===== src/rtl/umd_pkg.sv =====
/*
  umd_pkg: constants, field layouts and shared types of the multidrop uart.
  assumes one 25 MHz system clock and a synchronous active-high reset.
*/
package umd_pkg;
  // ----------------------------------------------------------------
  // timing
  // ----------------------------------------------------------------
  localparam int CLK_HZ = 25000000;
  localparam int CTS_LEAD_NS = 40;
  localparam int CTS_LEAD_CYC = (CTS_LEAD_NS * (CLK_HZ / 1000000) + 999) / 1000;
  localparam logic [3:0] OVS_LAST = 4'hf;
  localparam logic [3:0] OVS_MID = 4'h7;
  localparam logic [15:0] DIV_RESET = 16'h0001;
  // ----------------------------------------------------------------
  // multidrop filter modes
  // ----------------------------------------------------------------
  localparam logic [1:0] MD_ALL_ADDR = 2'h1;
  localparam logic [1:0] MD_HW_MATCH = 2'h2;
  localparam logic [1:0] MD_HW_DATA = 2'h3;
  localparam int MD_BIT_ADDR_ONLY = 0;
  localparam logic POL_ACTIVE_HIGH = 1'b0;
  // ----------------------------------------------------------------
  // types
  // ----------------------------------------------------------------
  typedef struct packed {
    logic [7:0] data;
    logic ninth;
  } umd_word_t;

  typedef struct packed {
    logic [7:0] data;
    logic ninth;
    logic perr;
    logic ferr;
    logic brk;
  } umd_rxword_t;

  typedef struct packed {
    logic rx_byte_available;
    logic parity_err;
    logic overrun_err;
    logic framing_err;
    logic break_seen;
    logic tx_holding_empty;
    logic tx_shift_empty;
    logic new_frame_flag;
    logic rx_ninth_bit;
  } umd_status_t;
endpackage : umd_pkg


===== src/rtl/umd_buf2.sv =====
/*
  umd_buf2: two-entry valid/ready buffer for transmit words.
  assumes both sides run on clk_sys.
*/
`timescale 1ns/1ps
module umd_buf2 (
  input wire logic clk_sys,
  input wire logic rst,
  input wire logic in_valid,
  output logic in_ready,
  input wire umd_pkg::umd_word_t in_word,
  output logic out_valid,
  input wire logic out_ready,
  output umd_pkg::umd_word_t out_word
);
  import umd_pkg::*;
  umd_word_t mem_r [2];
  logic wp_r;
  logic rp_r;
  logic [1:0] cnt_r;
  logic push;
  logic pop;

  assign in_ready = (cnt_r != 2'h2);
  assign out_valid = (cnt_r != 2'h0);
  assign out_word = mem_r[rp_r];
  assign push = in_valid && in_ready;
  assign pop = out_valid && out_ready;

  always_ff @(posedge clk_sys) begin
    if (push) begin
      mem_r[wp_r] <= in_word;
    end
  end

  always_ff @(posedge clk_sys) begin
    if (rst) begin
      wp_r <= 1'b0;
      rp_r <= 1'b0;
      cnt_r <= 2'h0;
    end else begin
      if (push) begin
        wp_r <= ~wp_r;
      end
      if (pop) begin
        rp_r <= ~rp_r;
      end
      cnt_r <= cnt_r + {1'b0, push} - {1'b0, pop};
    end
  end
endmodule : umd_buf2


===== src/rtl/umd_sync3.sv =====
/*
  umd_sync3: three-flop input synchroniser with agreement filter.
  assumes an asynchronous pin input; reset value is given by parameter.
*/
`timescale 1ns/1ps
module umd_sync3 #(
  parameter logic INIT = 1'b1
) (
  input wire logic clk_sys,
  input wire logic rst,
  input wire logic pin,
  output logic level
);
  logic s1_r;
  logic s2_r;
  logic s3_r;

  always_ff @(posedge clk_sys) begin
    if (rst) begin
      s1_r <= INIT;
      s2_r <= INIT;
      s3_r <= INIT;
      level <= INIT;
    end else begin
      s1_r <= pin;
      s2_r <= s1_r;
      s3_r <= s2_r;
      // change accepted once the two later stages agree
      if (s2_r == s3_r) begin
        level <= s3_r;
      end
    end
  end
endmodule : umd_sync3


===== src/rtl/umd_uart.sv =====
/*
  umd_uart: uart with cts flow control, 9-bit multidrop filtering and a
  transceiver driver enable. holds the tx and rx engines and status.
  assumes control bits are steady while the uart is enabled.
*/
//
// Overview of operation
// cts sampled one clock before each character
// remote drops cts before next character starts
// cts drop mid-character finishes that character
// ninth bit follows data, precedes stop
// multidrop replaces parity with ninth bit
// filtering only while multidrop enabled
// mode 01 interrupts on address bytes only
// clearing mode bit0 interrupts every byte
// rx ninth bit status holds last ninth
// mode 10 drops unmatched address frames
// matched address interrupts, first data flagged
// later addresses recompared, mismatch ignores frame
// mode 11 as 10, no address interrupts
// driver enable spans whole frame from write
// driver enable leads start by 1-2 bits
// driver enable drops one clock after stop
// back-to-back writes keep driver enable on
// polarity bit selects driver enable sense
// holding empty set after first bit sent
// rx interrupt on data, break, overrun, framing
// overrun keeps byte, hides error until read
// second read clears errors after overrun
// start, 8 data lsb first, opt bit, stops
// bit rate is clock over 16 times divisor
// data read clears rx status indications
// sender sets ninth bit per byte kind
// reset: holding empty set, driver enable off; code drives the pin low at reset, which is on when polarity is 1
`timescale 1ns/1ps
module umd_uart (
  input wire logic clk_sys,
  input wire logic rst,
  input wire logic [15:0] baud_divisor,
  input wire logic tx_enable_bit,
  input wire logic rx_enable_bit,
  input wire logic flow_ctrl_enable,
  input wire logic parity_enable,
  input wire logic parity_odd,
  input wire logic two_stop_bits,
  input wire logic multidrop_enable,
  input wire logic [1:0] multidrop_filter_mode,
  input wire logic [7:0] address_compare,
  input wire logic drive_enable_polarity,
  input wire logic rx_data_irq_enable,
  input wire logic tx_write,
  input wire logic [7:0] tx_data,
  input wire logic tx_ninth_bit,
  input wire logic rx_read,
  input wire logic cts_n_pin,
  input wire logic rxd_pin,
  output logic txd,
  output logic xcvr_drive_enable,
  output logic [7:0] rx_data,
  output umd_pkg::umd_status_t status,
  output logic tx_irq,
  output logic rx_irq
);
  import umd_pkg::*;

  function automatic logic par_of(input logic [7:0] d, input logic odd);
    par_of = (^d) ^ odd;
  endfunction : par_of

  // ----------------------------------------------------------------
  // baud tick, 16x oversampling
  // ----------------------------------------------------------------
  logic [15:0] div_cnt_r;
  logic tick;
  // divide by divisor
  always_ff @(posedge clk_sys) begin
    if (rst || (!tx_enable_bit && !rx_enable_bit)) begin
      div_cnt_r <= DIV_RESET;
    end else if (div_cnt_r >= baud_divisor) begin
      div_cnt_r <= DIV_RESET;
    end else begin
      div_cnt_r <= div_cnt_r + 16'h0001;
    end
  end
  assign tick = (div_cnt_r >= baud_divisor);

  logic cts_n;
  logic rxd_s;
  umd_sync3 #(.INIT(1'b1)) u_cts (.clk_sys(clk_sys), .rst(rst), .pin(cts_n_pin), .level(cts_n));
  umd_sync3 #(.INIT(1'b1)) u_rxd (.clk_sys(clk_sys), .rst(rst), .pin(rxd_pin), .level(rxd_s));

  // ----------------------------------------------------------------
  // transmit path
  // ----------------------------------------------------------------
  umd_word_t wr_word;
  umd_word_t hold_word;
  logic hold_valid;
  logic hold_ready;
  logic buf_in_ready;
  logic hold_nxt_empty;
  assign wr_word = '{data: tx_data, ninth: tx_ninth_bit};
  umd_buf2 u_buf (
    .clk_sys(clk_sys), .rst(rst), .in_valid(tx_write), .in_ready(buf_in_ready),
    .in_word(wr_word), .out_valid(hold_valid), .out_ready(hold_ready), .out_word(hold_word)
  );

  typedef enum logic [2:0] {TX_IDLE, TX_LEAD, TX_START, TX_DATA, TX_NINTH, TX_STOP} umd_tx_t;
  umd_tx_t tx_st_r;
  logic [3:0] tx_ovs_r;
  logic [2:0] tx_bit_r;
  logic [8:0] tx_sh_r;
  logic tx_stop2_r;
  logic tx_bit_end;
  logic tx_last_stop;
  logic cts_ok;
  logic tx_holding_empty_r;
  logic de_active_r;

  assign tx_bit_end = tick && (tx_ovs_r == OVS_LAST);
  assign tx_last_stop = (tx_st_r == TX_STOP) && tx_bit_end && (tx_stop2_r || !two_stop_bits);
  // sampled in the cycle before start
  assign cts_ok = !flow_ctrl_enable || !cts_n;
  assign hold_ready = (tx_st_r == TX_LEAD) && tx_bit_end && cts_ok;
  assign hold_nxt_empty = !hold_valid;

  always_ff @(posedge clk_sys) begin
    if (rst || !tx_enable_bit) begin
      tx_st_r <= TX_IDLE;
      tx_ovs_r <= 4'h0;
      tx_bit_r <= 3'h0;
      tx_sh_r <= 9'h000;
      tx_stop2_r <= 1'b0;
    end else begin
      if (tick) begin
        tx_ovs_r <= tx_ovs_r + 4'h1;
      end
      case (tx_st_r)
        // one full bit of lead time
        TX_IDLE: begin
          if (hold_valid) begin
            tx_st_r <= TX_LEAD;
            tx_ovs_r <= 4'h0;
          end
        end
        TX_LEAD: begin
          // held only between characters
          if (hold_ready) begin
            tx_st_r <= TX_START;
            tx_sh_r <= {hold_word.ninth, hold_word.data};
          end
        end
        TX_START: begin
          if (tx_bit_end) begin
            tx_st_r <= TX_DATA;
            tx_bit_r <= 3'h0;
          end
        end
        // lsb first
        TX_DATA: begin
          if (tx_bit_end) begin
            tx_bit_r <= tx_bit_r + 3'h1;
            if (tx_bit_r == 3'h7) begin
              tx_st_r <= (multidrop_enable || parity_enable) ? TX_NINTH : TX_STOP;
              tx_stop2_r <= 1'b0;
            end
          end
        end
        TX_NINTH: begin
          if (tx_bit_end) begin
            tx_st_r <= TX_STOP;
          end
        end
        TX_STOP: begin
          if (tx_bit_end) begin
            tx_stop2_r <= 1'b1;
            // queued byte keeps drive on
            if (tx_last_stop) begin
              tx_st_r <= hold_valid ? TX_LEAD : TX_IDLE;
            end
          end
        end
        default: tx_st_r <= TX_IDLE;
      endcase
    end
  end

  always_ff @(posedge clk_sys) begin
    if (rst) begin
      txd <= 1'b1;
    end else begin
      case (tx_st_r)
        TX_START: txd <= 1'b0;
        TX_DATA: txd <= tx_sh_r[tx_bit_r];
        // ninth bit replaces parity
        TX_NINTH: txd <= multidrop_enable ? tx_sh_r[8] : par_of(tx_sh_r[7:0], parity_odd);
        default: txd <= 1'b1;
      endcase
    end
  end

  // set after start bit shifted; set at reset
  always_ff @(posedge clk_sys) begin
    if (rst) begin
      tx_holding_empty_r <= 1'b1;
    end else if (tx_write) begin
      tx_holding_empty_r <= 1'b0;
    end else if (tx_st_r == TX_START && tx_bit_end && hold_nxt_empty) begin
      tx_holding_empty_r <= 1'b1;
    end else if (tx_st_r == TX_IDLE && hold_nxt_empty) begin
      tx_holding_empty_r <= 1'b1;
    end
  end

  // write to one clock after last stop
  always_ff @(posedge clk_sys) begin
    if (rst) begin
      de_active_r <= 1'b0;
    end else if (tx_write && buf_in_ready && tx_enable_bit) begin
      de_active_r <= 1'b1;
    end else if (tx_st_r == TX_IDLE && !hold_valid) begin
      de_active_r <= 1'b0;
    end
  end

  // polarity select
  always_ff @(posedge clk_sys) begin
    if (rst) begin
      xcvr_drive_enable <= POL_ACTIVE_HIGH;
    end else begin
      xcvr_drive_enable <= de_active_r ^ drive_enable_polarity;
    end
  end

  always_ff @(posedge clk_sys) begin
    if (rst) begin
      tx_irq <= 1'b0;
    end else begin
      tx_irq <= tx_holding_empty_r && tx_enable_bit;
    end
  end

  // ----------------------------------------------------------------
  // receive path
  // ----------------------------------------------------------------
  typedef enum logic [2:0] {RX_IDLE, RX_START, RX_DATA, RX_NINTH, RX_STOP} umd_rx_t;
  umd_rx_t rx_st_r;
  logic [3:0] rx_ovs_r;
  logic [2:0] rx_bit_r;
  logic [7:0] rx_sh_r;
  logic rx_ninth_r;
  logic rx_done;
  logic rx_mid;
  umd_rxword_t rx_word;
  assign rx_mid = tick && (rx_ovs_r == OVS_MID);

  always_ff @(posedge clk_sys) begin
    if (rst || !rx_enable_bit) begin
      rx_st_r <= RX_IDLE;
      rx_ovs_r <= 4'h0;
      rx_bit_r <= 3'h0;
      rx_sh_r <= 8'h00;
      rx_ninth_r <= 1'b0;
    end else begin
      if (tick) begin
        rx_ovs_r <= rx_ovs_r + 4'h1;
      end
      case (rx_st_r)
        RX_IDLE: begin
          if (!rxd_s) begin
            rx_st_r <= RX_START;
            rx_ovs_r <= 4'h0;
          end
        end
        RX_START: begin
          if (rx_mid) begin
            rx_st_r <= rxd_s ? RX_IDLE : RX_DATA;
            rx_bit_r <= 3'h0;
          end
        end
        RX_DATA: begin
          if (rx_mid) begin
            rx_sh_r <= {rxd_s, rx_sh_r[7:1]};
            rx_bit_r <= rx_bit_r + 3'h1;
            if (rx_bit_r == 3'h7) begin
              rx_st_r <= (multidrop_enable || parity_enable) ? RX_NINTH : RX_STOP;
              rx_ninth_r <= 1'b0;
            end
          end
        end
        RX_NINTH: begin
          if (rx_mid) begin
            rx_ninth_r <= rxd_s;
            rx_st_r <= RX_STOP;
          end
        end
        RX_STOP: begin
          if (rx_mid) begin
            rx_st_r <= RX_IDLE;
          end
        end
        default: rx_st_r <= RX_IDLE;
      endcase
    end
  end
  assign rx_done = (rx_st_r == RX_STOP) && rx_mid;
  assign rx_word = '{data: rx_sh_r, ninth: rx_ninth_r,
    perr: parity_enable && !multidrop_enable && (rx_ninth_r != par_of(rx_sh_r, parity_odd)),
    ferr: !rxd_s,
    brk: !rxd_s && (rx_sh_r == 8'h00) && !rx_ninth_r};

  // ----------------------------------------------------------------
  // multidrop filter
  // ----------------------------------------------------------------
  logic md_accept_r;
  logic md_first_r;
  logic is_addr;
  logic addr_match;
  logic keep_byte;
  logic irq_byte;
  assign is_addr = rx_word.ninth;
  assign addr_match = (rx_word.data == address_compare);

  // frame acceptance
  always_ff @(posedge clk_sys) begin
    if (rst) begin
      md_accept_r <= 1'b0;
      md_first_r <= 1'b0;
    end else if (rx_done && multidrop_enable && multidrop_filter_mode[1] && is_addr) begin
      md_accept_r <= addr_match;
      md_first_r <= addr_match;
    end else if (rx_done && keep_byte && !is_addr) begin
      md_first_r <= 1'b0;
    end
  end

  always_comb begin
    keep_byte = 1'b1;
    irq_byte = 1'b1;
    if (multidrop_enable) begin
      case (multidrop_filter_mode)
        // address only while bit0 set
        MD_ALL_ADDR: irq_byte = is_addr || !multidrop_filter_mode[MD_BIT_ADDR_ONLY];

        MD_HW_MATCH: begin
          keep_byte = is_addr ? addr_match : md_accept_r;
          irq_byte = keep_byte;
        end
        // address bytes silent
        MD_HW_DATA: begin
          keep_byte = is_addr ? 1'b0 : md_accept_r;
          irq_byte = keep_byte;
        end
        default: irq_byte = 1'b1;
      endcase
    end
  end

  // ----------------------------------------------------------------
  // receive data and status
  // ----------------------------------------------------------------
  logic rda_r;
  logic perr_r;
  logic ferr_r;
  logic ovr_pend_r;
  logic brk_pend_r;
  logic ovr_r;
  logic brk_r;
  logic nf_r;
  logic ninth_r;
  logic rx_irq_src_r;
  logic take;
  assign take = rx_done && keep_byte;

  always_ff @(posedge clk_sys) begin
    if (rst) begin
      rx_data <= 8'h00;
      rda_r <= 1'b0;
      perr_r <= 1'b0;
      ferr_r <= 1'b0;
      nf_r <= 1'b0;
      ninth_r <= 1'b0;
      ovr_pend_r <= 1'b0;
      brk_pend_r <= 1'b0;
      ovr_r <= 1'b0;
      brk_r <= 1'b0;
      rx_irq_src_r <= 1'b0;
    end else if (take && rda_r) begin
      // keep unread byte, hold errors back
      ovr_pend_r <= 1'b1;
      brk_pend_r <= brk_pend_r || rx_word.brk;
    end else if (take) begin
      // set wins over a same-cycle read
      rx_data <= rx_word.data;
      rda_r <= 1'b1;
      perr_r <= rx_word.perr;
      ferr_r <= rx_word.ferr;
      brk_r <= rx_word.brk;
      // last ninth bit
      ninth_r <= rx_word.ninth;
      nf_r <= multidrop_enable && md_first_r && !is_addr && multidrop_filter_mode[1];
      rx_irq_src_r <= irq_byte;
    end else if (rx_read) begin
      // reveal errors, keep rda for second read
      if (ovr_pend_r) begin
        ovr_r <= 1'b1;
        brk_r <= brk_pend_r;
        ovr_pend_r <= 1'b0;
        brk_pend_r <= 1'b0;
      end else begin
        // read clears indications
        rda_r <= 1'b0;
        ovr_r <= 1'b0;
        brk_r <= 1'b0;
        rx_irq_src_r <= 1'b0;
      end
      perr_r <= 1'b0;
      ferr_r <= 1'b0;
      nf_r <= 1'b0;
      ninth_r <= 1'b0;
    end
  end

  // data maskable, overrun, framing and break always
  always_ff @(posedge clk_sys) begin
    if (rst) begin
      rx_irq <= 1'b0;
    end else begin
      rx_irq <= (rda_r && rx_irq_src_r && rx_data_irq_enable) || ovr_r || ferr_r || brk_r;
    end
  end

  always_ff @(posedge clk_sys) begin
    if (rst) begin
      status <= '{tx_holding_empty: 1'b1, tx_shift_empty: 1'b1, default: 1'b0};
    end else begin
      status <= '{rx_byte_available: rda_r, parity_err: perr_r, overrun_err: ovr_r,
        framing_err: ferr_r, break_seen: brk_r, tx_holding_empty: tx_holding_empty_r,
        tx_shift_empty: (tx_st_r == TX_IDLE) || (tx_st_r == TX_LEAD),
        new_frame_flag: nf_r, rx_ninth_bit: ninth_r};
    end
  end

  // ----------------------------------------------------------------
  // checks
  // ----------------------------------------------------------------
  property p_cts_hold;
    @(posedge clk_sys) disable iff (rst)
      (tx_st_r == TX_LEAD && flow_ctrl_enable && cts_n) |=> (tx_st_r != TX_START);
  endproperty
  a_cts_hold: assert property (p_cts_hold) else $error("start while cts off");

  property p_no_abort;
    @(posedge clk_sys) disable iff (rst || !tx_enable_bit)
      (tx_st_r == TX_DATA) |=> (tx_st_r inside {TX_DATA, TX_NINTH, TX_STOP});
  endproperty
  a_no_abort: assert property (p_no_abort) else $error("character cut short");

  property p_de_start;
    @(posedge clk_sys) disable iff (rst)
      (tx_st_r == TX_START) |-> (de_active_r && (xcvr_drive_enable != drive_enable_polarity));
  endproperty
  a_de_start: assert property (p_de_start) else $error("start without drive enable");

  property p_de_pol;
    @(posedge clk_sys) disable iff (rst)
      1'b1 |=> (xcvr_drive_enable == ($past(de_active_r) ^ $past(drive_enable_polarity)));
  endproperty
  a_de_pol: assert property (p_de_pol) else $error("drive enable polarity wrong");

  property p_start_low;
    @(posedge clk_sys) disable iff (rst)
      (tx_st_r == TX_START) |=> !txd;
  endproperty
  a_start_low: assert property (p_start_low) else $error("start bit not low");

  property p_wr_clears;
    @(posedge clk_sys) disable iff (rst)
      tx_write |=> !tx_holding_empty_r;
  endproperty
  a_wr_clears: assert property (p_wr_clears) else $error("write left empty set");

  property p_ovr_keep;
    @(posedge clk_sys) disable iff (rst)
      (take && rda_r) |=> ($stable(rx_data) && $stable(ovr_r));
  endproperty
  a_ovr_keep: assert property (p_ovr_keep) else $error("overrun overwrote data");

  property p_md11_silent;
    @(posedge clk_sys) disable iff (rst)
      (rx_done && multidrop_enable && multidrop_filter_mode == MD_HW_DATA && is_addr)
        |=> !(rda_r && !$past(rda_r));
  endproperty
  a_md11_silent: assert property (p_md11_silent) else $error("address byte kept");

  c_md_match: cover property (@(posedge clk_sys) nf_r);
  c_overrun: cover property (@(posedge clk_sys) ovr_r);
  c_cts_wait: cover property (@(posedge clk_sys) tx_st_r == TX_LEAD && cts_n && flow_ctrl_enable);
endmodule : umd_uart


===== config.mk =====
export PLATFORM = sky130hd
export DESIGN_NAME = umd_uart
export DESIGN_NICKNAME = d
export VERILOG_FILES = /design/src/rtl/umd_pkg.sv /design/src/rtl/umd_buf2.sv /design/src/rtl/umd_sync3.sv /design/src/rtl/umd_uart.sv
export SDC_FILE = /design/constraint.sdc
export NUM_CORES = 1
export LEC_CHECK = 0
export BUFFER_PORTS_ARGS = -buffer_cell sky130_fd_sc_hd__buf_2
export CAP_MARGIN = 15
export CORE_MARGIN = 1
export CORE_UTILIZATION = 58
export CTS_CLUSTER_DIAMETER = 200
export CTS_CLUSTER_SIZE = 30
export DETAILED_ROUTE_END_ITERATION = 10
export PLACE_DENSITY = 0.85
export SKIP_LAST_GASP = 1
export SLEW_MARGIN = 5
export SYNTH_ARGS = -nofsm -noshare
export SYNTH_HDL_FRONTEND = slang
export SYNTH_SLANG_ARGS = --single-unit

===== constraint.sdc =====
create_clock -name clk_sys -period 3.3 [get_ports clk_sys]
set_input_delay 0.495 -clock clk_sys [delete_from_list [all_inputs] [get_ports clk_sys]]
set_output_delay 0.495 -clock clk_sys [all_outputs]
set_load 0.02 [all_outputs]

# Word-level counts from Yosys, hierarchy flattened
# Memories as Yosys holds them, arrays and structs flattened. A register that Yosys moved wholly into a read port is not among the register bits.
# Cells that the tools add are included.
# Widths: inputs -> output; s select.
dict set report totals {
  ff_bits 93
  ramBits 18
  out_inout_bits 21
  elab_cells 263
  memories 1
}
# name depth word_bits rd rd_clocked_by_memory_dff wr line
set mem_list {}
lappend mem_list {u_buf.mem_r 2 9 1 1 1 umd_buf2.sv:17} ;# umd_word_t mem_r [2];
dict set report op_classes {
  addsub 7
  order_cmp 2
  eq_ne 37
  mux 77
  n_bitwise 7
  n_reduce_logical 83
}
# op n
set op_table {}
lappend op_table {{$mux 3} 18}
lappend op_table {{$mux 1} 42}
lappend op_table {{$logic_and 1x1->1} 30}
lappend op_table {{$ne 2x2->1 const B} 14}
lappend op_table {{$mux 4} 6}
lappend op_table {{$reduce_bool 2->1} 10}
lappend op_table {{$pmux 3 s6} 1}
lappend op_table {{$add 16x1->16 const B} 1}
lappend op_table {{$ge 16x16->1} 1}
lappend op_table {{$reduce_xor 8->1} 2}
lappend op_table {{$eq 3x3->1 const B} 5}
lappend op_table {{$pmux 3 s5} 1}
lappend op_table {{$reduce_and 3->1} 5}
lappend op_table {{$eq 3x2->1 const B} 4}
lappend op_table {{$logic_or 1x1->1} 12}
lappend op_table {{$pmux 3 s2} 2}
lappend op_table {{$logic_not 1->1} 10}
lappend op_table {{$reduce_and 2->1} 5}
lappend op_table {{$add 4x1->4 const B} 2}
lappend op_table {{$eq 8x8->1} 1}
lappend op_table {{$logic_not 8->1} 1}
lappend op_table {{$reduce_and 4->1} 2}
lappend op_table {{$reduce_and 8->1} 1}
lappend op_table {{$add 3x1->3 const B} 2}
lappend op_table {{other kinds (21)} 35}

# Depth between registers and ports, before layout
# Gate-level depths: netlist (run 1).
dict set report logic_depth {
  depth_word 8
  depth_mapped 14
}

# Modules after synthesis
# A second synthesis (run 1) with hierarchy kept.
dict set report unflattened {
  hier_cells 582
  area_unflattened_um2 5600.4
}
# module instances cells_each area_each_um2
set modules_own_cells {}
lappend modules_own_cells {umd_uart 1 510 4485.6}
lappend modules_own_cells {umd_buf2 1 52 884.6}
lappend modules_own_cells {umd_sync3 2 10 115.1}

# Worst setup path before layout (run 1)
# Ideal clock, no wire load.
dict set report synth_timing {
  path_type {in2reg}
  startpoint {input port baud_divisor[15]}
  endpoint {register u_buf.cnt_r[1]}
  setup_ps 128
  arrival_time_ps 2930
  t_required_ps 3172
  path_slack_ps 243
  stages 14
  path_buffers 1
  path_cell_list {inv_1 ha_1 nand4_1 nor4_1 a32oi_2 and2_1 buf_2 nor4_1 ha_1 inv_1 ha_1 xor2_1 xnor2_1 nor2_1}
}
dict set report synth_between {
  elab_chain_len 6
}
# item line
set synth_lines {}
lappend synth_lines {{from (decl)} umd_uart.sv:39} ;# input wire logic [15:0] baud_divisor,
lappend synth_lines {{$ge 16x16->1} umd_uart.sv:85} ;# assign tick = (div_cnt_r >= baud_divisor);
lappend synth_lines {{$logic_and 1x1->1} umd_uart.sv:119} ;# assign tx_bit_end = tick && (tx_ovs_r == OVS_LAST);
lappend synth_lines {{$logic_and 1x1->1 (2 in a row)} umd_uart.sv:123} ;# assign hold_ready = (tx_st_r == TX_LEAD) && tx_bit_end && cts_ok;
lappend synth_lines {{$logic_and 1x1->1} umd_buf2.sv:28} ;# assign pop = out_valid && out_ready;
lappend synth_lines {{net u_buf.pop} umd_buf2.sv:22} ;# logic pop;
lappend synth_lines {{$sub 2x1->2} umd_buf2.sv:48} ;# cnt_r <= cnt_r + {1'b0, push} - {1'b0, pop};
lappend synth_lines {{to (signal assigned)} umd_buf2.sv:48}
lappend synth_lines {{to (decl)} umd_buf2.sv:20} ;# logic [1:0] cnt_r;
# The timed path passes the listed nets, and every way through them passes these cells.
# A chain may end at the register's enable or synchronous reset.

# Worst setup path in the final report (run 1)
dict set report layout_timing {
  startpoint {register div_cnt_r[13]}
  endpoint {register u_buf.cnt_r[1]}
}
dict set report layout_between {
  elab_chain_len 6
}
# item line
set layout_lines {}
lappend layout_lines {{from (decl)} umd_uart.sv:73} ;# logic [15:0] div_cnt_r;
lappend layout_lines {{from (signal assigned)} umd_uart.sv:82} ;# div_cnt_r <= div_cnt_r + 16'h0001;
lappend layout_lines {{$ge 16x16->1} umd_uart.sv:85}
lappend layout_lines {{$logic_and 1x1->1} umd_uart.sv:119}
lappend layout_lines {{$logic_and 1x1->1 (2 in a row)} umd_uart.sv:123}
lappend layout_lines {{$logic_and 1x1->1} umd_buf2.sv:28}
lappend layout_lines {{net u_buf.pop} umd_buf2.sv:22}
lappend layout_lines {{$sub 2x1->2} umd_buf2.sv:48}
# The timed path passes the listed nets, and every way through them passes these cells.

==> metrics.txt, run 1 <==
# TYPE chip_impl_metric gauge
chip_impl_metric{name="cts_inserted_buffers",unit=""} 17
chip_impl_metric{name="placement.io_buffers",unit=""} 70
chip_impl_metric{name="ys_async_sr_fraction",unit="%"} 0
chip_impl_metric{name="crit_required",unit="ns"} 3.67
chip_impl_metric{name="diode_insertion_count_for_antenna_repair",unit=""} 0
chip_impl_metric{name="ys_seq_area_share",unit="%"} 45.61
chip_impl_metric{name="reg2reg_setup_slack",unit="ns"} 0.37
chip_impl_info{name="critical_path.reg2reg.startpoint",value="div_cnt_r[13]"} 1
chip_impl_metric{name="grt_usage",unit="%"} 25.81
chip_impl_metric{name="grt_max_degree",unit=""} 39
chip_impl_info{name="yosys_most_used_dff",value="dfxtp_1"} 1
chip_impl_metric{name="report.final.setup_viol",unit=""} 0
chip_impl_metric{name="fp-row-count",unit=""} 35
chip_impl_metric{name="worst_skew_pair_later_pin_latency",unit="ns"} 0.51
chip_impl_metric{name="achievable-frequency",unit="MHz"} 341.5
chip_impl_metric{name="dp_hpwl",unit="mm"} 8.217
chip_impl_metric{name="min_period_over_period",unit="%"} 88.74
chip_impl_metric{name="final.setup.tns",unit="ns"} 0
chip_impl_metric{name="grtUsageMet2",unit="%"} 41.99
chip_impl_metric{name="power.density",unit="mW/mm^2"} 524.6
chip_impl_metric{name="wl",unit="mm"} 12.28
chip_impl_metric{name="hold_violations",unit=""} 0
chip_impl_info{name="rsz_0062_raised_after_global_routing",value="false"} 1
chip_impl_info{name="critPathKind",value="flip-flop to flip-flop"} 1
chip_impl_metric{name="area_of_the_die",unit="sq mm"} 0.01016
chip_impl_metric{name="tightest_slew",unit="ns"} 0.7586
chip_impl_metric{name="post_layout_nonfiller_instances",unit=""} 806
chip_impl_metric{name="ys.warnings.count",unit=""} 0
chip_impl_metric{name="critical_path.max_stage_delay",unit="ns"} 0.38
chip_impl_info{name="path_delay_family",value="simple AND/OR/NAND/NOR gates"} 1
chip_impl_metric{name="die_h",unit="microns"} 100.8
chip_impl_metric{name="initial_utilization",unit="%"} 60.70
chip_impl_metric{name="drv_cap",unit=""} 0
chip_impl_metric{name="fp.coreArea",unit="sq mm"} 0.009328
chip_impl_metric{name="drt_pass1_iterations",unit=""} 5
chip_impl_metric{name="worst_max_slew_margin_expressed_relative_to_the_limit",unit="%"} 49.33
chip_impl_metric{name="cts_resized",unit=""} 0
chip_impl_metric{name="cts-htree-levels",unit=""} 4
chip_impl_metric{name="grt.overflow.total",unit=""} 0
chip_impl_metric{name="synth_cell_types",unit=""} 65
chip_impl_info{name="worstHoldPathType",value="primary input to flip-flop"} 1
chip_impl_info{name="cts_tree",value="done"} 1
chip_impl_metric{name="grt_first_pass_wirelength",unit="mm"} 20.34
chip_impl_info{name="mostFrequentLayoutCells",value="dfxtp_1 (102), nor2_1 (79), buf_2 (70)"} 1
chip_impl_info{name="crit-reg2reg-capture",value="u_buf.cnt_r[1]"} 1
chip_impl_metric{name="post_cts_hold_buffer_count",unit=""} 0
chip_impl_metric{name="multiInputGateArea",unit="sq mm"} 0.002828
chip_impl_metric{name="final_period_minus_worst_setup_slack",unit="ns"} 2.928
chip_impl_metric{name="groute.layer.met1.usage",unit="%"} 32.49
chip_impl_metric{name="drc",unit=""} 0
chip_impl_info{name="worst_hold_path.endpoint",value="u_buf.mem_r[1][7]"} 1
chip_impl_metric{name="grtUsageMet3",unit="%"} 7.004
chip_impl_metric{name="drv_slew",unit=""} 0
chip_impl_info{name="result_of_the_run",value="completed"} 1
chip_impl_metric{name="postSynthRegisterBits",unit=""} 120
chip_impl_info{name="grt.busiest_layer",value="met2"} 1
chip_impl_metric{name="post_route_cells_drive_above_1_share",unit="%"} 20.09
chip_impl_metric{name="crit_buf_inv",unit=""} 1
chip_impl_metric{name="syn-cell-area",unit="sq mm"} 0.005662
chip_impl_metric{name="routed_vias",unit=""} 4528
chip_impl_metric{name="grt_pass1_vias",unit=""} 4447
chip_impl_metric{name="cp_arrival",unit="ns"} 3.30
chip_impl_metric{name="antenna_left",unit=""} 0
chip_impl_info{name="min-delay-start",value="tx_data[6]"} 1
chip_impl_metric{name="worst_ir_drop_vdd",unit="mV"} 0.3628
chip_impl_metric{name="cts_max_path_buffers",unit=""} 2
chip_impl_info{name="cts_root_buffer",value="clkbuf_8"} 1
chip_impl_metric{name="clkSinkCount",unit=""} 120
chip_impl_metric{name="layout.filler_cells",unit=""} 651
chip_impl_metric{name="detail_route.vias_per_cell",unit=""} 5.618
chip_impl_info{name="mostFrequentLayoutCell",value="dfxtp_1"} 1
chip_impl_metric{name="r2r_cells",unit=""} 12
chip_impl_metric{name="min_delay_path_depth",unit=""} 1
chip_impl_metric{name="synth_edf_count",unit=""} 18
chip_impl_metric{name="timing.clock.skew",unit="ns"} 0.007220
chip_impl_metric{name="post-cts-setup-buffer-count",unit=""} 0
chip_impl_info{name="timing.critical_path.from_type",value="flip-flop"} 1
chip_impl_info{name="worstPathCellList",value="ha_1 -> nand4_1 -> nor4_1 -> a32oi_2 -> and2_1 -> nor4_1 -> ha_1 -> inv_1 -> ha_1 -> xor2_1 -> xnor2_1 -> nor2_1"} 1
chip_impl_metric{name="detailedRoute.firstIterationViolations",unit=""} 345
chip_impl_metric{name="area.sequential",unit="sq mm"} 0.002582
chip_impl_metric{name="gp_congestion",unit=""} 0.8449
chip_impl_metric{name="syn_to_final_growth",unit="%"} 19.23
chip_impl_metric{name="average_size_of_a_mapped_cell",unit="sq um"} 9.695
chip_impl_metric{name="grt_antenna_before_repair",unit=""} 0
chip_impl_metric{name="design.portCount",unit=""} 71
chip_impl_info{name="cell_occurring_most_often_along_the_worst_timing_path",value="ha_1"} 1
chip_impl_metric{name="clk_transition_reported_paths",unit="ns"} 0.06
chip_impl_info{name="endpoint_kind",value="flip-flop"} 1
chip_impl_metric{name="syn_nets",unit=""} 663
chip_impl_metric{name="path_max_fanout",unit=""} 3
chip_impl_metric{name="total_leakage_power",unit="uW"} 0.002673
chip_impl_metric{name="fp.dieW",unit="microns"} 100.8
chip_impl_metric{name="nets",unit=""} 743
chip_impl_metric{name="placed_cells",unit=""} 774
chip_impl_metric{name="post_synth_inst_count",unit=""} 584
chip_impl_metric{name="wl_cell",unit="microns"} 15.23
chip_impl_info{name="critical_path.slowest_cell",value="nor4_1"} 1
## worst max path at each step
stage,startpoint,end,slack (ns),cells after the start
floorplan,baud_divisor[15],u_buf.cnt_r[1],0.24,14
global placement,baud_divisor[15],u_buf.cnt_r[1],0.32,14
detailed placement,baud_divisor[13],u_buf.cnt_r[1],0.22,14
CTS,div_cnt_r[15],u_buf.cnt_r[1],0.36,12
global route,div_cnt_r[15],u_buf.cnt_r[1],0.15,12
finish,div_cnt_r[13],u_buf.cnt_r[1],0.37,12
## registers in the layout (all words and copies together) (netlist names), 2 cells and up
name,cells
rx_sh_r,8
rx_data,8
u_buf.cnt_r,2
u_buf.mem_r,18
tx_bit_r,3
tx_ovs_r,4
div_cnt_r,16
rx_ovs_r,4
status,9
rx_st_r,3
tx_st_r,3
tx_sh_r,9
rx_bit_r,3
## power breakdown
group          total [uW]  leakage, uW  switching [uW]  internal [uW]
clock                1790     0.000269             646           1150
combinational         197      0.00141             113           84.7
sequential           1550     0.000994            25.4           1530
## per-layer routing
| metal | wire length [microns] | vias to the layer above | part of all wire [%] |
|---|---|---|---|
| li1 | - | 2203 | - |
| met1 | 5393 | 2129 | 44 |
| met2 | 5964 | 172 | 49 |
| met3 | 719 | 24 | 5.9 |
| met4 | 199 | 0 | 1.6 |
| met5 | 0 | - | 0 |
## layout make-up
cell class	count	area share [%]
Multi-Input combinational cell	401	41.89
Clock buffer	20	6.302
Inverter	41	2.280
Timing Repair Buffer	83	6.636
Sequential cell	120	38.26
Tap cell	129	2.391
Clock inverter	12	2.243
## cell usage after synthesis, drive strengths merged, types with 7 or more instances
cell type / number / share of area [%]
nand3: 9 / 0.80
nand4: 10 / 1.1
or2: 9 / 0.99
a211oi: 13 / 1.7
buf: 7 / 0.73
inv: 41 / 2.7
xor2: 10 / 1.5
mux2i: 29 / 5.1
dfxtp: 102 / 36
nand2: 38 / 2.6
edfxtp: 18 / 9.5
o21ai: 16 / 1.4
nor2b: 9 / 0.99
ha: 29 / 6.4
nor2: 79 / 5.2
xnor2: 33 / 5.1
clkbuf: 15 / 0.99
a21oi: 28 / 2.5
## stage by stage
step                      cell area [sq um]  setup WS, ns  utilization, %  hold WS (ns)  power (uW)
after floorplan                        5662        0.2426               -        0.3895        1697
after global placement                 6173        0.3151           66.18        0.3924        1762
after detailed placement               6173        0.2168           66.18        0.3947        1773
after CTS                              6750        0.3619           72.37        0.1600        3560
after global routing                   6750        0.1464           72.37        0.1498        3652
final                                  6750        0.3716           72.37        0.1727        3541
## logic make-up (layout without fill, tap and decap cells)
logic type / count (synthesis) / after routing / share of synthesized area (%)
XOR/XNOR: 44 / 44 / 7.050
AO/OA/AOI/OAI: 103 / 103 / 13.81
flip-flops: 120 / 120 / 45.61
AND/OR/NAND/NOR: 193 / 193 / 16.55
adder cells (fa/ha/maj): 29 / 29 / 6.409
buffers and inverters: 63 / 156 / 4.442
multiplexers: 32 / 32 / 6.122
No activity file was read; power rests on OpenSTA's default activity.
==> run 2, diff against run 1 <==
--- a/config.mk
+++ b/config.mk
@@ -5,6 +5,7 @@
 export SDC_FILE = /design/constraint.sdc
 export NUM_CORES = 1
 export LEC_CHECK = 0
+export ABC_AREA = 1
 export BUFFER_PORTS_ARGS = -buffer_cell sky130_fd_sc_hd__buf_2
 export CAP_MARGIN = 15
 export CORE_MARGIN = 1
==> run 2 against run 1 <==
Effect of this change:
- combinational power rose by 44%
- final cell count rose by 15%
- fmax rose by 12%
- critical path type unchanged
- highest routed layer unchanged
==> metrics.txt, run 2 <==
# TYPE chip_impl_metric gauge
chip_impl_metric{name="area.sequential",unit="sq mm"} 0.002582
chip_impl_metric{name="diode_insertion_count_for_antenna_repair",unit=""} 0
chip_impl_metric{name="fin_hold_ws",unit="ns"} 0.1467
chip_impl_metric{name="placement.io_buffers",unit=""} 70
chip_impl_metric{name="cp_arrival",unit="ns"} 3.08
chip_impl_metric{name="die_h",unit="microns"} 100.5
chip_impl_metric{name="nets",unit=""} 867
chip_impl_metric{name="power.share.combinational",unit="%"} 7.9
chip_impl_metric{name="post-cts-setup-buffer-count",unit=""} 0
chip_impl_metric{name="worst_max_slew_margin_expressed_relative_to_the_limit",unit="%"} 44.11
chip_impl_info{name="mostFrequentLayoutCells",value="nand2_1 (133), dfxtp_1 (102), inv_1 (93)"} 1
chip_impl_metric{name="synth_edf_count",unit=""} 18
chip_impl_metric{name="drc",unit=""} 0
chip_impl_metric{name="placed_cells",unit=""} 898
chip_impl_info{name="synth_common_cells",value="nand2_1 (133), dfxtp_1 (102), inv_1 (93)"} 1
chip_impl_info{name="reg_top3",value="u_buf.mem_r: 18 flops, div_cnt_r: 16 flops"} 1
chip_impl_metric{name="ys.warnings.count",unit=""} 0
chip_impl_metric{name="fp.dieW",unit="microns"} 100.5
chip_impl_metric{name="worst_skew_pair_later_pin_latency",unit="ns"} 0.53
chip_impl_metric{name="hold_violations",unit=""} 0
chip_impl_metric{name="place_ws",unit="ns"} 0.5064
chip_impl_metric{name="grt_first_pass_wirelength",unit="mm"} 19.87
chip_impl_metric{name="final.setup.tns",unit="ns"} 0
chip_impl_metric{name="postSynthRegisterBits",unit=""} 120
chip_impl_metric{name="report.final.setup_viol",unit=""} 0
chip_impl_metric{name="post_route_cells_drive_above_1_share",unit="%"} 16.73
chip_impl_info{name="rsz_0062_raised_after_global_routing",value="false"} 1
chip_impl_metric{name="wl",unit="mm"} 12.02
chip_impl_metric{name="fp.coreArea",unit="sq mm"} 0.009328
chip_impl_metric{name="cellInternalPower",unit="uW"} 2706
chip_impl_metric{name="clkSinkCount",unit=""} 120
chip_impl_metric{name="power_switching_share",unit="%"} 24.94
chip_impl_info{name="worstHoldPathType",value="primary input to flip-flop"} 1
chip_impl_metric{name="ys_async_sr_fraction",unit="%"} 0
chip_impl_info{name="yosysMostFrequentCell",value="nand2_1"} 1
chip_impl_metric{name="initial_utilization",unit="%"} 60.35
chip_impl_metric{name="largest_register_ffs",unit=""} 18
chip_impl_metric{name="wl_cell",unit="microns"} 12.93
chip_impl_metric{name="drv_slew",unit=""} 0
chip_impl_metric{name="power",unit="uW"} 3605
chip_impl_metric{name="crit_required",unit="ns"} 3.76
chip_impl_info{name="yosys_most_used_dff",value="dfxtp_1"} 1
chip_impl_info{name="endpoint_kind",value="flip-flop"} 1
chip_impl_metric{name="synth_cell_types",unit=""} 44
chip_impl_info{name="mostFrequentLayoutCell",value="nand2_1"} 1
chip_impl_metric{name="grt_max_degree",unit=""} 32
chip_impl_metric{name="post_cts_hold_buffer_count",unit=""} 0
chip_impl_info{name="result_of_the_run",value="completed"} 1
chip_impl_metric{name="grt.overflow.total",unit=""} 0
chip_impl_metric{name="average_size_of_a_mapped_cell",unit="sq um"} 7.917
chip_impl_metric{name="detailedRoute.firstIterationViolations",unit=""} 309
chip_impl_info{name="critPathKind",value="flip-flop to flip-flop"} 1
chip_impl_info{name="cts_root_buffer",value="clkbuf_8"} 1
chip_impl_metric{name="min_period_over_period",unit="%"} 79.29
chip_impl_metric{name="detail_route.vias_per_cell",unit=""} 5.259
chip_impl_metric{name="final_period_minus_worst_setup_slack",unit="ns"} 2.617
chip_impl_metric{name="cts-htree-levels",unit=""} 4
chip_impl_metric{name="post_synth_inst_count",unit=""} 711
chip_impl_metric{name="cts_max_path_buffers",unit=""} 2
chip_impl_metric{name="clk_transition_reported_paths",unit="ns"} 0.06
chip_impl_metric{name="grt_antenna_before_repair",unit=""} 0
chip_impl_metric{name="multiInputGateArea",unit="sq mm"} 0.002591
chip_impl_metric{name="grt_pass1_vias",unit=""} 4665
chip_impl_metric{name="syn_to_final_growth",unit="%"} 18.20
chip_impl_metric{name="worst_ir_drop_vdd",unit="mV"} 0.4587
chip_impl_metric{name="syn-cell-area",unit="sq mm"} 0.005629
chip_impl_metric{name="layout.filler_cells",unit=""} 719
chip_impl_info{name="largest-register",value="u_buf.mem_r"} 1
chip_impl_metric{name="gp_congestion",unit=""} 0.9563
chip_impl_metric{name="path_max_fanout",unit=""} 6
chip_impl_metric{name="fp-row-count",unit=""} 35
chip_impl_metric{name="tightest_slew",unit="ns"} 0.8353
chip_impl_metric{name="power_frac_clock",unit="%"} 48.9
chip_impl_metric{name="grt_usage",unit="%"} 25.22
chip_impl_metric{name="switchingPower",unit="uW"} 899.2
chip_impl_metric{name="power.density",unit="mW/mm^2"} 541.8
chip_impl_metric{name="routed_vias",unit=""} 4891
chip_impl_info{name="timing.critical_path.from_type",value="flip-flop"} 1
chip_impl_metric{name="cts_resized",unit=""} 0
chip_impl_metric{name="seqPwrFrac",unit="%"} 43.2
chip_impl_metric{name="drt_pass1_iterations",unit=""} 4
chip_impl_metric{name="post-synth-top-area-fraction",unit="%"} 36.27
chip_impl_metric{name="total_leakage_power",unit="uW"} 0.003027
chip_impl_metric{name="cts_inserted_buffers",unit=""} 17
chip_impl_metric{name="finalWorstSetupSlack",unit="ns"} 0.6834
chip_impl_metric{name="achievable-frequency",unit="MHz"} 382.2
chip_impl_info{name="synth.largest_area_cell",value="dfxtp_1"} 1
chip_impl_metric{name="dp_hpwl",unit="mm"} 8.486
chip_impl_metric{name="post_layout_nonfiller_instances",unit=""} 930
chip_impl_metric{name="syn_nets",unit=""} 790
chip_impl_metric{name="design.portCount",unit=""} 71
chip_impl_metric{name="reg2reg_setup_slack",unit="ns"} 0.68
chip_impl_metric{name="area_of_the_die",unit="sq mm"} 0.01010
chip_impl_info{name="cts_tree",value="done"} 1
chip_impl_info{name="dominant_cells_by_area_after_synthesis",value="dfxtp_1 (36%), edfxtp_1 (9.6%), nand2_1 (8.9%), ha_1 (6.4%), inv_1 (6.2%)"} 1
chip_impl_metric{name="antenna_left",unit=""} 0
chip_impl_metric{name="drv_cap",unit=""} 0
chip_impl_metric{name="ys_seq_area_share",unit="%"} 45.88
chip_impl_metric{name="timing.clock.skew",unit="ns"} 0.009357
==> run 2: changes by cell type after synthesis, moves of 8 or more <==
cell	change
nor2b_1	-9
clkbuf_1	-8
xnor2_1	-17
o21ai_0	+30
inv_1	+52
nand3_1	+16
a211oi_1	-12
a21oi_1	+31
inv_2	+8
nand2_1	+96
mux2i_1	-28
==> run 2: path summary, 6_finish.rpt <==
check	start	end	cells after the start
min reg2reg	u_cts.s1_r	u_cts.s2_r	1
max reg2reg	div_cnt_r[7]	u_buf.cnt_r[1]	17
max	div_cnt_r[7]	u_buf.cnt_r[1]	17
min	cts_n_pin	u_cts.s1_r	2
==> run 2: cells by family (layout without fill, tap and decap cells) <==
group	after synthesis	count (layout)	share of synthesized area [%]
adder cells (fa/ha/maj)	29	29	6.446
multiplexers	1	1	0.1778
flip-flops	120	120	45.88
buffers and inverters	117	207	8.091
AO/OA/AOI/OAI	129	129	12.27
AND/OR/NAND/NOR	287	287	22.78
XOR/XNOR	28	28	4.356
==> run 2: layout make-up <==
type	count	share of cell area (%)
clock buffers	17	6.224
multi-input cells	474	38.94
inverters	103	5.810
well taps	129	2.426
flip-flops and latches	120	38.81
clock inverters	15	2.294
repair buffers	72	5.491
==> run 2: critical path, stage by stage, from the launching register on <==
cell and delay (ns):
dfxtp_1 0.35, ha_1 0.31, nand2_1 0.06, inv_2 0.05, nand2_1 0.05, nor2_1 0.10
nor2_1 0.05, nand2_1 0.05, nand2_1 0.06, nand2_2 0.08, nand2_1 0.14, nor4_1 0.29
ha_1 0.29, inv_1 0.06, ha_1 0.15, xor2_1 0.20, o21ai_0 0.11, a21oi_1 0.13
==> run 2: power groups by stage <==
stage	clock network, uW	registers [uW]	logic [uW]
finish	1760	1560	284
global route	1840	1560	322
CTS	1780	1560	282
detailed placement	0	1590	278
global placement	0	1590	262
floorplan	0	1590	182
==> run 2: per-layer routing <==
layer  share of wire (%)  track usage, %  wire length [microns]  vias to the layer above
li1                    -               -                      -                     2470
met1                  44           29.11                   5260                     2271
met2                  50           44.20                   6017                      132
met5                   0               0                      0                        -
met4                 1.7           11.82                    208                        0
met3                 4.5           5.964                    536                       18
==> run 2: through the flow <==
step / util (%) / instance area (sq um)
floorplan: - / 5629
global placement: 65.26 / 6087
detailed placement: 65.26 / 6087
CTS: 71.33 / 6654
global route: 71.33 / 6654
finish: 71.33 / 6654
